$ cat src/hw/scm_consts.vh
// constants for the servo control mode switch block
`ifndef SCM_CONSTS_VH
`define SCM_CONSTS_VH

// register byte offsets
`define SCM_OFF_CTRL 8'h00
`define SCM_OFF_ACCEL 8'h04
`define SCM_OFF_DECEL 8'h08
`define SCM_OFF_TOL 8'h0C
`define SCM_OFF_SPEED1 8'h10
`define SCM_OFF_SPEED7 8'h28
`define SCM_OFF_STATUS 8'h30
`define SCM_OFF_SPEEDREF 8'h34
`define SCM_OFF_LIMIT 8'h38

// control register fields
`define SCM_CTRL_MODE_LSB 0
`define SCM_CTRL_MODE_MSB 3
`define SCM_CTRL_ABS_BIT 4
`define SCM_CTRL_SEL2_EN_BIT 5

// status register fields
`define SCM_ST_POS_BIT 0
`define SCM_ST_SPD_BIT 1
`define SCM_ST_TRQ_BIT 2
`define SCM_ST_LIMITING_BIT 3
`define SCM_ST_REACHED_BIT 4
`define SCM_ST_REFUSED_BIT 5
`define SCM_ST_ZERO_BIT 6

// control mode parameter values
`define SCM_MODE_POSITION 4'h0
`define SCM_MODE_POS_SPD 4'h1
`define SCM_MODE_SPEED 4'h2
`define SCM_MODE_SPD_TRQ 4'h3
`define SCM_MODE_TORQUE 4'h4

// reset values
`define SCM_RST_CTRL 32'h00000000
`define SCM_RST_ACCEL 16'h0010
`define SCM_RST_DECEL 16'h0010
`define SCM_RST_TOL 16'h0020
`define SCM_RST_SPEED 16'h0000

`endif

$ cat src/hw/scm_sync.v
// three-stage synchroniser with agreement filter for contact inputs
`timescale 1ns/1ps
module scm_sync #(
  parameter WIDTH = 9
) (
  input wire mclk,
  input wire nrst,
  input wire [WIDTH-1:0] raw_in,
  output wire [WIDTH-1:0] clean_out
);
  reg [WIDTH-1:0] ff1_reg;
  reg [WIDTH-1:0] ff2_reg;
  reg [WIDTH-1:0] ff3_reg;
  reg [WIDTH-1:0] clean_reg;
  wire [WIDTH-1:0] agree;
  wire [WIDTH-1:0] clean_next;

  // a bit follows only once stages two and three agree
  assign agree = ~(ff2_reg ^ ff3_reg);
  assign clean_next = (agree & ff3_reg) | (~agree & clean_reg);
  assign clean_out = clean_reg;

  always @(posedge mclk) begin
    if (!nrst) begin
      ff1_reg <= {WIDTH{1'b0}};
      ff2_reg <= {WIDTH{1'b0}};
      ff3_reg <= {WIDTH{1'b0}};
      clean_reg <= {WIDTH{1'b0}};
    end else begin
      ff1_reg <= raw_in;
      ff2_reg <= ff1_reg;
      ff3_reg <= ff2_reg;
      clean_reg <= clean_next;
    end
  end
endmodule // scm_sync

$ cat src/hw/scm_ramp.v
// speed reference ramp with separate acceleration and deceleration steps
`timescale 1ns/1ps
module scm_ramp #(
  parameter W = 16
) (
  input wire mclk,
  input wire nrst,
  input wire signed [W-1:0] target_in,
  input wire [W-1:0] accel_step,
  input wire [W-1:0] decel_step,
  output wire signed [W-1:0] ref_out
);
  reg signed [W-1:0] ref_reg;
  reg signed [W-1:0] ref_next;
  reg signed [W:0] diff;
  reg [W-1:0] step;
  reg away;

  assign ref_out = ref_reg;

  always @* begin
    diff = {target_in[W-1], target_in} - {ref_reg[W-1], ref_reg};
    // moving away from zero accelerates, toward zero decelerates
    away = diff[W] ? (ref_reg[W-1] || ref_reg == {W{1'b0}}) :
      !ref_reg[W-1];
    step = away ? accel_step : decel_step;
    ref_next = ref_reg;
    if (!diff[W] && diff > $signed({2'b00, step[W-2:0]})) begin
      ref_next = ref_reg + $signed({1'b0, step[W-2:0]});
    end else if (diff[W] && -diff > $signed({2'b00, step[W-2:0]})) begin
      ref_next = ref_reg - $signed({1'b0, step[W-2:0]});
    end else begin
      ref_next = target_in;
    end
  end

  always @(posedge mclk) begin
    if (!nrst) begin
      ref_reg <= {W{1'b0}};
    end else begin
      ref_reg <= ref_next;
    end
  end
endmodule // scm_ramp

$ cat src/hw/scm_top.v
// servo control mode switch: mode selection, speed source and limit logic
//
// Function
// RULE1: limiting_speed_flag rises when motor speed reaches the active speed limit, internal or analog.
// RULE2: mode switching in position/speed change mode is refused while absolute position detection is on.
// RULE3: in position/speed change mode the mode-change input off selects position, on selects speed.
// RULE4: a position/speed mode change is made only while zero_speed_flag holds; abs_en set forces speed control back to position at any speed.
// RULE5: the droop pulse count is cleared on a change from position to speed control.
// RULE6: a mode-change edge seen while not at zero speed is dropped and never applied later.
// RULE7: in speed control the target is an internal or analog command, signed by the start inputs.
// RULE8: with two select bits, code 0 picks the analog command and 1 to 3 pick internal commands.
// RULE9: with the third select bit enabled, code 0 is analog and codes 1 to 7 pick internal commands.
// RULE10: speed selection changes are ramped through the acceleration and deceleration steps.
// RULE11: mode parameter 3 gives speed/torque change mode, mode-change off speed, on torque.
// RULE12: in speed/torque change mode the mode follows the input at any moment.
// RULE13: with both starts off in speed control the motor ramps to stop by the deceleration step.
// RULE14: in torque control of speed/torque mode the limit is internal speed one or the analog limit.
// RULE15: there select bit zero picks the analog limit when 0 and internal speed one when 1.
// RULE16: limit direction follows the rotation selects, analog negative polarity inverting it.
// RULE17: contact inputs are synchronised and mode-change edges gated by zero speed in the same cycle.
`timescale 1ns/1ps
`include "scm_consts.vh"
module scm_top #(
  parameter W = 16
) (
  input wire mclk,
  input wire nrst,
  input wire hsel,
  input wire [31:0] haddr,
  input wire [1:0] htrans,
  input wire hwrite,
  input wire [2:0] hsize,
  input wire hready,
  input wire [31:0] hwdata,
  output wire hreadyout,
  output wire hresp,
  output wire [31:0] hrdata,
  input wire mode_change_in,
  input wire speed_select_bit0,
  input wire speed_select_bit1,
  input wire speed_select_bit2,
  input wire forward_start_in,
  input wire reverse_start_in,
  input wire forward_select_in,
  input wire reverse_select_in,
  input wire zero_speed_flag,
  input wire signed [W-1:0] motor_speed_in,
  input wire signed [W-1:0] analog_speed_cmd_in,
  input wire signed [W-1:0] analog_speed_limit_in,
  output wire position_ctrl,
  output wire speed_ctrl,
  output wire torque_ctrl,
  output wire droop_clear,
  output wire signed [W-1:0] speed_ref_out,
  output wire signed [W-1:0] speed_limit_out,
  output wire limiting_speed_flag,
  output wire speed_reached_flag,
  output wire mode_refused
);
  localparam ST_POS = 3'b001;
  localparam ST_SPD = 3'b010;
  localparam ST_TRQ = 3'b100;

  function [W-1:0] abs_val;
    input signed [W-1:0] v;
    begin
      if (!v[W-1]) begin
        abs_val = v;
      end else if (v == {1'b1, {(W-1){1'b0}}}) begin
        abs_val = {1'b0, {(W-1){1'b1}}};
      end else begin
        abs_val = -v;
      end
    end
  endfunction

  // software registers
  reg [31:0] ctrl_reg;
  reg [W-1:0] accel_reg;
  reg [W-1:0] decel_reg;
  reg [W-1:0] tol_reg;
  reg [W-1:0] int_speed_reg [1:7];
  reg [31:0] hrdata_reg;
  reg wr_pend_reg;
  reg [7:0] wr_addr_reg;
  integer i;

  // control state
  reg [2:0] state_reg;
  reg [2:0] state_next;
  reg mode_sel_prev_reg;
  reg droop_clear_reg;
  reg signed [W-1:0] limit_reg;
  reg limiting_reg;
  reg reached_reg;
  reg refused_reg;

  wire [7:0] contacts;
  wire mode_sel;
  wire sel0;
  wire sel1;
  wire sel2;
  wire st_fwd;
  wire st_rev;
  wire rs_fwd;
  wire rs_rev;
  wire [3:0] mode_param;
  wire abs_en;
  wire sel2_en;
  wire mode_sel_edge;
  wire signed [W-1:0] ramp_ref;

  scm_sync #(
    .WIDTH(8)
  ) u_sync (
    .mclk(mclk),
    .nrst(nrst),
    .raw_in({reverse_select_in, forward_select_in, reverse_start_in,
      forward_start_in, speed_select_bit2, speed_select_bit1,
      speed_select_bit0, mode_change_in}),
    .clean_out(contacts)
  ); // RULE17

  assign mode_sel = contacts[0];
  assign sel0 = contacts[1];
  assign sel1 = contacts[2];
  assign sel2 = contacts[3];
  assign st_fwd = contacts[4];
  assign st_rev = contacts[5];
  assign rs_fwd = contacts[6];
  assign rs_rev = contacts[7];
  assign mode_param = ctrl_reg[`SCM_CTRL_MODE_MSB:`SCM_CTRL_MODE_LSB];
  assign abs_en = ctrl_reg[`SCM_CTRL_ABS_BIT];
  assign sel2_en = ctrl_reg[`SCM_CTRL_SEL2_EN_BIT];
  assign mode_sel_edge = mode_sel ^ mode_sel_prev_reg; // RULE17

  // mode selection
  always @* begin
    state_next = state_reg;
    if (mode_param == `SCM_MODE_POS_SPD) begin
      if (abs_en) begin
        state_next = ST_POS; // RULE2
      end else if (state_reg == ST_TRQ) begin
        state_next = ST_POS;
      end else if (mode_sel_edge && zero_speed_flag) begin // RULE4 RULE6
        state_next = mode_sel ? ST_SPD : ST_POS; // RULE3
      end
    end else if (mode_param == `SCM_MODE_SPD_TRQ) begin
      state_next = mode_sel ? ST_TRQ : ST_SPD; // RULE11 RULE12
    end else if (mode_param == `SCM_MODE_SPEED) begin
      state_next = ST_SPD;
    end else if (mode_param == `SCM_MODE_TORQUE) begin
      state_next = ST_TRQ;
    end else begin
      state_next = ST_POS;
    end
  end

  // speed source and limit selection
  reg [2:0] cmd_idx;
  reg [2:0] lim_idx;
  reg signed [W-1:0] cmd_sel;
  reg signed [W-1:0] target;
  reg [W-1:0] lim_mag;
  reg lim_neg;
  reg lim_valid;
  reg signed [W-1:0] limit_next;
  reg [W:0] err;
  reg [W-1:0] err_mag;

  always @* begin
    cmd_idx = sel2_en ? {sel2, sel1, sel0} : {1'b0, sel1, sel0}; // RULE8 RULE9
    if (mode_param == `SCM_MODE_SPD_TRQ) begin
      lim_idx = {2'b00, sel0}; // RULE14 RULE15
    end else begin
      lim_idx = cmd_idx;
    end
    if (cmd_idx == 3'h0) begin
      cmd_sel = analog_speed_cmd_in;
    end else begin
      cmd_sel = int_speed_reg[cmd_idx];
    end
    target = {W{1'b0}};
    if (state_reg == ST_SPD) begin
      if (st_fwd && !st_rev) begin
        target = cmd_sel; // RULE7
      end else if (st_rev && !st_fwd) begin
        target = -cmd_sel; // RULE7
      end else begin
        target = {W{1'b0}}; // RULE13
      end
    end
    if (lim_idx == 3'h0) begin
      lim_mag = abs_val(analog_speed_limit_in);
      lim_neg = rs_rev ^ analog_speed_limit_in[W-1]; // RULE16
    end else begin
      lim_mag = int_speed_reg[lim_idx];
      lim_neg = rs_rev; // RULE16
    end
    lim_valid = rs_fwd ^ rs_rev;
    limit_next = {W{1'b0}};
    if (state_reg == ST_TRQ && lim_valid) begin
      limit_next = lim_neg ? -$signed(lim_mag) : $signed(lim_mag);
    end
    err = {motor_speed_in[W-1], motor_speed_in} - {target[W-1], target};
    err_mag = err[W] ? -err[W-1:0] : err[W-1:0];
  end

  scm_ramp #(
    .W(W)
  ) u_ramp (
    .mclk(mclk),
    .nrst(nrst),
    .target_in(target),
    .accel_step(accel_reg),
    .decel_step(decel_reg),
    .ref_out(ramp_ref)
  ); // RULE10 RULE13

  always @(posedge mclk) begin
    if (!nrst) begin
      state_reg <= ST_POS;
      mode_sel_prev_reg <= 1'b0;
      droop_clear_reg <= 1'b0;
      limit_reg <= {W{1'b0}};
      limiting_reg <= 1'b0;
      reached_reg <= 1'b0;
      refused_reg <= 1'b0;
    end else begin
      state_reg <= state_next;
      mode_sel_prev_reg <= mode_sel;
      droop_clear_reg <= (state_reg == ST_POS) && (state_next == ST_SPD); // RULE5
      limit_reg <= limit_next;
      limiting_reg <= (state_reg == ST_TRQ) && lim_valid &&
        (abs_val(motor_speed_in) >= lim_mag); // RULE1
      reached_reg <= (state_reg == ST_SPD) && (err_mag <= tol_reg);
      refused_reg <= (mode_param == `SCM_MODE_POS_SPD) && abs_en; // RULE2
    end
  end

  // AHB-Lite slave, zero wait states, always OKAY
  wire addr_phase;
  wire [7:0] a;
  reg [31:0] rd_mux;
  wire [31:0] status_word;

  assign addr_phase = hsel && hready && htrans[1];
  assign a = haddr[7:0];
  assign status_word = {25'h0, zero_speed_flag, refused_reg, reached_reg,
    limiting_reg, state_reg[2], state_reg[1], state_reg[0]};

  always @* begin
    rd_mux = 32'h00000000;
    if (a == `SCM_OFF_CTRL) begin
      rd_mux = ctrl_reg;
    end else if (a == `SCM_OFF_ACCEL) begin
      rd_mux = {{(32-W){1'b0}}, accel_reg};
    end else if (a == `SCM_OFF_DECEL) begin
      rd_mux = {{(32-W){1'b0}}, decel_reg};
    end else if (a == `SCM_OFF_TOL) begin
      rd_mux = {{(32-W){1'b0}}, tol_reg};
    end else if (a >= `SCM_OFF_SPEED1 && a <= `SCM_OFF_SPEED7 &&
      a[1:0] == 2'b00) begin
      rd_mux = {{(32-W){1'b0}}, int_speed_reg[a[4:2] - 3'h3]};
    end else if (a == `SCM_OFF_STATUS) begin
      rd_mux = status_word;
    end else if (a == `SCM_OFF_SPEEDREF) begin
      rd_mux = {{(32-W){1'b0}}, ramp_ref};
    end else if (a == `SCM_OFF_LIMIT) begin
      rd_mux = {{(32-W){1'b0}}, limit_reg};
    end
  end

  always @(posedge mclk) begin
    if (!nrst) begin
      ctrl_reg <= `SCM_RST_CTRL;
      accel_reg <= `SCM_RST_ACCEL;
      decel_reg <= `SCM_RST_DECEL;
      tol_reg <= `SCM_RST_TOL;
      for (i = 1; i <= 7; i = i + 1) begin
        int_speed_reg[i] <= `SCM_RST_SPEED;
      end
      hrdata_reg <= 32'h00000000;
      wr_pend_reg <= 1'b0;
      wr_addr_reg <= 8'h00;
    end else begin
      wr_pend_reg <= addr_phase && hwrite;
      if (addr_phase) begin
        wr_addr_reg <= a;
        hrdata_reg <= hwrite ? 32'h00000000 : rd_mux;
      end
      if (wr_pend_reg) begin
        if (wr_addr_reg == `SCM_OFF_CTRL) begin
          ctrl_reg <= {26'h0, hwdata[5:0]};
        end else if (wr_addr_reg == `SCM_OFF_ACCEL) begin
          accel_reg <= hwdata[W-1:0];
        end else if (wr_addr_reg == `SCM_OFF_DECEL) begin
          decel_reg <= hwdata[W-1:0];
        end else if (wr_addr_reg == `SCM_OFF_TOL) begin
          tol_reg <= hwdata[W-1:0];
        end else if (wr_addr_reg >= `SCM_OFF_SPEED1 &&
          wr_addr_reg <= `SCM_OFF_SPEED7 && wr_addr_reg[1:0] == 2'b00) begin
          int_speed_reg[wr_addr_reg[4:2] - 3'h3] <= hwdata[W-1:0];
        end
      end
    end
  end

  assign hreadyout = 1'b1;
  assign hresp = 1'b0;
  assign hrdata = hrdata_reg;
  assign position_ctrl = state_reg[0];
  assign speed_ctrl = state_reg[1];
  assign torque_ctrl = state_reg[2];
  assign droop_clear = droop_clear_reg;
  assign speed_ref_out = ramp_ref;
  assign speed_limit_out = limit_reg;
  assign limiting_speed_flag = limiting_reg;
  assign speed_reached_flag = reached_reg;
  assign mode_refused = refused_reg;
endmodule // scm_top

$ cat config.mk
export PLATFORM = sky130hd
export DESIGN_NAME = scm_top
export DESIGN_NICKNAME = d
export VERILOG_FILES = /design/src/hw/scm_sync.v /design/src/hw/scm_ramp.v /design/src/hw/scm_top.v
export VERILOG_INCLUDE_DIRS = /design/src /design/src/hw
export SDC_FILE = /design/constraint.sdc
export NUM_CORES = 1
export LEC_CHECK = 0
export BUFFER_PORTS_ARGS = -buffer_cell sky130_fd_sc_hd__buf_2
export CAP_MARGIN = 15
export CORE_MARGIN = 10
export CORE_UTILIZATION = 30
export DETAILED_ROUTE_END_ITERATION = 10
export PLACE_DENSITY = 0.52
export SETUP_SLACK_MARGIN = 0.5
export SLEW_MARGIN = 25
export SYNTH_ARGS = -nofsm -noshare
export SYNTH_HDL_FRONTEND = slang
export SYNTH_SLANG_ARGS = --single-unit
$ cat constraint.sdc
create_clock -name mclk -period 7.25 [get_ports mclk]
set_input_delay 0.725 -clock mclk [delete_from_list [all_inputs] [get_ports mclk]]
set_output_delay 0.725 -clock mclk [all_outputs]
set_load 0.1 [all_outputs]
==> metrics.yaml, run 1 <==
status: "complete, but fails checks"
violations: "negative setup slack"
num_io_pins: 204
holdBufCountCts: 0
synth_seq_cells: 279
grt_max_degree: 93
reg2regPathDepth: 31
powerDensity_mw_per_mm2: 287.8
die_h_um: 280.2
hold_end: "u_sync.ff1_reg[7]"
worst_slack_ns: -0.03127
final_util_pct: 38.81
worstPathArrival_ns: 7.71
syn-instance-count: 2218
cpLargestDelayFamily: "compound AO/OA/AOI/OAI gates"
antenna_found_initial: 10
period_minus_slack_ns: 7.281
hold_slack_ns: 0.3903
end_kind: "register"
pwr-share-clk_pct: 22.4
overflow: 0
worstSetupPathType: "reg2reg"
clk_latency_ns: 0.55
routed_wl_mm: 79.38
cts-htree-levels: 2
drt_iter0_drc: 1563
row_count: 95
finalCritPeriodShare_pct: 100.4
tightestPinTransition_ns: 1.056
synth.distinct_cells: 99
fp.dieArea_mm2: 0.07851
start_util_pct: 30.24
drtPass1Iterations: 5
holdCritStartpoint: "reverse_select_in"
maxCapViolations: 0
setup_viol_count_final: 3
p_leak_nw: 10.79
wire_per_inst_um: 22.64
finClkSkew_ns: 0.02570
cts_sinks: 279
nets: 2876
slew_headroom_pct: 29.61
nFillCells: 6658
vias: 18760
hpwl_mm: 62.47
finalHoldViolCount: 0
switchingPower_w: 0.002984
slew_violations: 0
critPathSlowestCell: "mux4_2"
path_clk_slew_ns: 0.07
largest_register_ffs: 128
power.internal_w: 0.004519
cts_tree: "yes"
grt_usage_pct: 19.51
slowest_delay_ns: 0.59
switching_share_pct: 39.77
hold_path_class: "in2reg"
clockBufferDepth: 3
start_kind: "register"
seqPwrFrac_pct: 23.9
yosys_warnings: 0
synthTopCellsByCount: "nor2_1, and2_1, nand2_1, dfxtp_1, ha_1"
synth-edff-count: 128
min_delay_path_depth: 2
chipWidth_um: 280.2
synth_area_leaders: "edfxtp_1, dfxtp_1, ha_1"
numCtsBuffers: 34
critPathBufInv: 6
max_freq_ghz: 0.1373
yosysSeqAreaShare_pct: 33.81
path_max_fanout: 11
remaining_drc_errors: 0
reg2reg_to: "u_ramp.ref_out[15]"
avgSynthCellArea_um2: 9.157
grt_pass1_wl_mm: 115.9
port_buffers: 141
layout-drive-gt1-share_pct: 28.84
netlist_area_mm2: 0.02031
grt_pass1_vias: 18220
cp.required_ns: 7.68
drtAntennaViolNets: 0
rsz0062_at_grt: "yes"
vias_per_cell: 5.351
synth_top_area_cell: "edfxtp_1"
irDropWorstVdd_mv: 0.2083
synth_top_area_share_pct: 18.93
clock-root-buffer: "clkbuf_16"
combinationalPowerShare_pct: 53.7
synthFlopType: "dfxtp_1"
r2r_slack_ns: -0.03
ys_async_sr_fraction_pct: 0
area_growth_pct: 28.35
synth_most_common_cell: "nor2_1"
core_area_mm2: 0.06716
gp_congestion: 0.9579
==> power by group through the flow <==
stage / registers (W) / logic [W] / clock network, W
3_3_place_gp: 0.00183 / 0.00347 / 0
4_1_cts: 0.00179 / 0.00382 / 0.00171
6_report: 0.00179 / 0.00403 / 0.00168
5_1_grt: 0.00180 / 0.00432 / 0.00177
2_1_floorplan: 0.00200 / 0.00198 / 0
3_5_place_dp: 0.00183 / 0.00351 / 0
==> cells by family after synthesis <==
| group | share of synthesized area, % |
|---|---|
| other | 0.03698 |
| adder cells (fa/ha/maj) | 8.699 |
| AND/OR/NAND/NOR | 19.24 |
| XOR/XNOR | 4.528 |
| AO/OA/AOI/OAI | 17.18 |
| buffers and inverters | 5.058 |
| flip-flops | 33.81 |
| multiplexers | 11.45 |
==> metrics by stage <==
stage / setup TNS (ns) / power (W) / cells / setup slack, ns / instance area, um2
3_5_place_dp: -8.600 / 0.005341 / 3412 / -0.6113 / 24050
2_1_floorplan: 0 / 0.003982 / 2234 / 0.4487 / 20620
5_1_grt: -3.892 / 0.007894 / 3506 / -0.3285 / 26070
3_3_place_gp: -7.732 / 0.005297 / 3412 / -0.5838 / 24050
6_report: -0.07409 / 0.007503 / 3506 / -0.03127 / 26070
4_1_cts: -0.09652 / 0.007322 / 3498 / -0.03315 / 25610
==> what timing repair did <==
item | in CTS | in global routing
pin swaps | 35 | 24
resized for setup | 62 | 78
endpoints found under the setup margin | 17 | 17
gates cloned | 0 | 1
setup buffers | 25 | 6
==> layout make-up <==
type                    instances  area, um2  share of cell area (%)
flip-flops and latches        279       6872                   26.36
clock buffers                  46      967.2                   3.710
clock inverters                15      116.4                  0.4464
repair buffers                459       3239                   12.43
inverters                     116      442.9                   1.699
diodes                          1      2.502                0.009600
multi-input cells            1717      13330                   51.15
well taps                     873       1092                   4.190
==> worst max-delay path by stage <==
| stage | startpoint | to | slack, ns | cells after the start |
|---|---|---|---|---|
| global route | register | u_ramp.ref_out[7] | -0.33 | 36 |
| floorplan | register | u_ramp.ref_out[12] | 0.45 | 32 |
| finish | register | u_ramp.ref_out[15] | -0.03 | 31 |
| global placement | register | u_ramp.ref_out[13] | -0.58 | 33 |
| detailed placement | register | u_ramp.ref_out[13] | -0.61 | 35 |
| CTS | register | u_ramp.ref_out[12] | -0.03 | 31 |
==> cells in the final DEF, fill, tap and decap left out, types with 14 or more instances in the layout <==
| cell | netlist | layout |
|---|---|---|
| nor3_1 | 47 | 41 |
| mux2_2 | 26 | 20 |
| nand2b_1 | 21 | 21 |
| a22oi_1 | 22 | 20 |
| a21o_1 | 21 | 21 |
| or3_1 | 22 | 21 |
| xnor2_1 | 55 | 50 |
| o21ai_0 | 91 | 71 |
| o22ai_1 | 21 | 20 |
| nand2_1 | 155 | 147 |
| buf_4 | 18 | 300 |
| nor2_1 | 204 | 198 |
| edfxtp_1 | 128 | 128 |
| dfxtp_1 | 151 | 149 |
| ha_1 | 134 | 120 |
| a21oi_1 | 126 | 117 |
| a211oi_1 | 31 | 26 |
| a31oi_1 | 17 | 16 |
| mux4_2 | 48 | 48 |
| clkbuf_16 | 0 | 35 |
| nand4_1 | 15 | 15 |
| o211ai_1 | 20 | 20 |
| conb_1 | 2 | 18 |
| o21a_1 | 22 | 21 |
| nand3_1 | 41 | 39 |
| nor2b_1 | 23 | 22 |
| buf_2 | 3 | 141 |
| xor2_1 | 50 | 47 |
| and2_1 | 163 | 162 |
| o21ai_1 | 2 | 14 |
| mux2i_1 | 95 | 93 |
| inv_1 | 115 | 102 |
==> routing by layer <==
metal / up-vias / wire length, um / GRT usage, %
met4: 14 / 3125 / 7.193
li1: 8845 / - / -
met2: 671 / 36010 / 31.51
met3: 143 / 5422 / 3.010
met1: 9087 / 34720 / 25.92
met5: - / 103 / 0
Power figures use the tool's default switching activity.
==> inputs of run 2 (changes only) <==
--- a/config.mk
+++ b/config.mk
@@ -6,12 +6,12 @@
 export SDC_FILE = /design/constraint.sdc
 export NUM_CORES = 1
 export LEC_CHECK = 0
-export BUFFER_PORTS_ARGS = -buffer_cell sky130_fd_sc_hd__buf_2
 export CAP_MARGIN = 15
-export CORE_MARGIN = 10
+export CORE_MARGIN = 2
 export CORE_UTILIZATION = 30
 export DETAILED_ROUTE_END_ITERATION = 10
-export PLACE_DENSITY = 0.52
+export DONT_BUFFER_PORTS = 1
+export PLACE_DENSITY = 0.49
 export SETUP_SLACK_MARGIN = 0.5
 export SLEW_MARGIN = 25
 export SYNTH_ARGS = -nofsm -noshare
==> run 2 against run 1 <==
Compared with the run above: the flow still finishes with violations (negative setup slack); non-clock buffer count fell by 125; sequential power down 3%; wire length is 0.43% lower; clock-buffer cell count increased by 3; critical path type unchanged; fmax grew 0.20%; worst setup slack gained 0.014 ns; first-iteration DRC count is 19% lower; clock power about the same; sequential cell count did not move; final area shrank 2.0%; critical path depth up 4.
==> metrics.yaml, run 2 (synthesis results as in run 1) <==
path_clk_slew_ns: 0.07
tightestPinTransition_ns: 1.048
cts_tree: "yes"
numCtsBuffers: 31
p_leak_nw: 10.25
area_growth_pct: 25.80
drt_iter0_drc: 1260
num_io_pins: 204
final_common_cell: "buf_4"
pre_cts_ws_ns: -0.3372
chipWidth_um: 264.2
slowest_delay_ns: 0.52
gp_congestion: 0.9803
slew_headroom_pct: 29.94
cp.required_ns: 7.76
grt_usage_pct: 21.93
row_count: 95
fp.dieArea_mm2: 0.06980
port_buffers: 0
worst_slack_ns: -0.01702
clk_latency_ns: 0.58
maxCapViolations: 0
antenna_found_initial: 7
status: "complete, but fails checks"
tns_ns: -0.02842
irDropWorstVdd_mv: 0.1932
cts_sinks: 279
vias_per_cell: 5.349
overflow: 0
finalHoldViolCount: 0
rsz0062_at_grt: "yes"
setup_viol_count_final: 2
routed_wl_mm: 79.04
start_util_pct: 30.29
powerDensity_mw_per_mm2: 296.2
largest_register_ffs: 128
final_area_mm2: 0.02555
worstSetupPathType: "reg2reg"
grt_max_degree: 93
grt_pass1_wl_mm: 115.4
end_kind: "register"
path_max_fanout: 12
layout-drive-gt1-share_pct: 25.92
drtPass1Iterations: 5
grt_pass1_vias: 17530
critPathBufInv: 9
holdBufCountCts: 0
vias: 18080
drtAntennaViolNets: 0
period_minus_slack_ns: 7.267
hpwl_mm: 61.99
start_kind: "register"
hold_path_class: "in2reg"
cpLargestDelayFamily: "simple AND/OR/NAND/NOR gates"
placedInstanceArea_mm2: 0.02347
worstPathArrival_ns: 7.78
final_util_pct: 38.11
finClkSkew_ns: 0.01529
cp_common_cell: "buf_4"
die_h_um: 264.2
clock-root-buffer: "clkbuf_16"
wire_per_inst_um: 23.38
max_freq_ghz: 0.1376
remaining_drc_errors: 0
cts-htree-levels: 1
critPathSlowestCell: "or4_4"
core_area_mm2: 0.06704
nets: 2748
hold_slack_ns: 0.2118
violations: "negative setup slack"
slew_violations: 0
layout_common_cells: "buf_4, nor2_1, and2_1"
finalCritPeriodShare_pct: 100.2
holdCritStartpoint: "nrst"
clockBufferDepth: 3
## run 2: what timing repair did
| item | in CTS | in global routing |
|---|---|---|
| setup endpoints to repair | 17 | 17 |
| buffers inserted | 18 | 16 |
| resized for setup | 91 | 63 |
| pin swaps | 48 | 49 |
| cloned | 1 | 2 |
## run 2: area by class of cell
cell class / instances / area (um2)
fill: 6759 / 41490
clock buffer: 49 / 1016
clock inverter: 9 / 83.83
timing repair buffer: 334 / 2701
inverter: 116 / 456.7
multi-input combinational: 1717 / 13310
sequential: 279 / 6880
antenna: 3 / 7.507
tap: 873 / 1092
## run 2: layer usage
layer | track usage, % | wire, um | part of all wire, %
met3 | 4.428 | 5234 | 6.6
met5 | 0 | 41 | 0.052
met2 | 35.97 | 36470 | 46
met4 | 6.711 | 2602 | 3.3
met1 | 29.00 | 34690 | 44
## run 2: stage by stage
step	instances	power (W)
finish	3380	0.007568
detailed placement	3282	0.005221
global placement	3282	0.005192
CTS	3359	0.007186
floorplan	2234	0.003982
global route	3378	0.007969
## run 2: power breakdown
part | switching [W] | internal [W] | leakage (nW)
Sequential | 0.0000329 | 0.00171 | 2.53
Combinational | 0.00223 | 0.00194 | 7.18
Clock | 0.000662 | 0.000997 | 0.546
## run 2: worst paths after layout
path / endpoint / slack, ns / cells after the start
setup / recovery: u_ramp.ref_out[14] / -0.02 / 35
hold / removal: accel_reg[4] / 0.21 / 1
setup reg to reg: u_ramp.ref_out[14] / -0.02 / 35
hold reg to reg: u_sync.ff2_reg[2] / 0.43 / 1
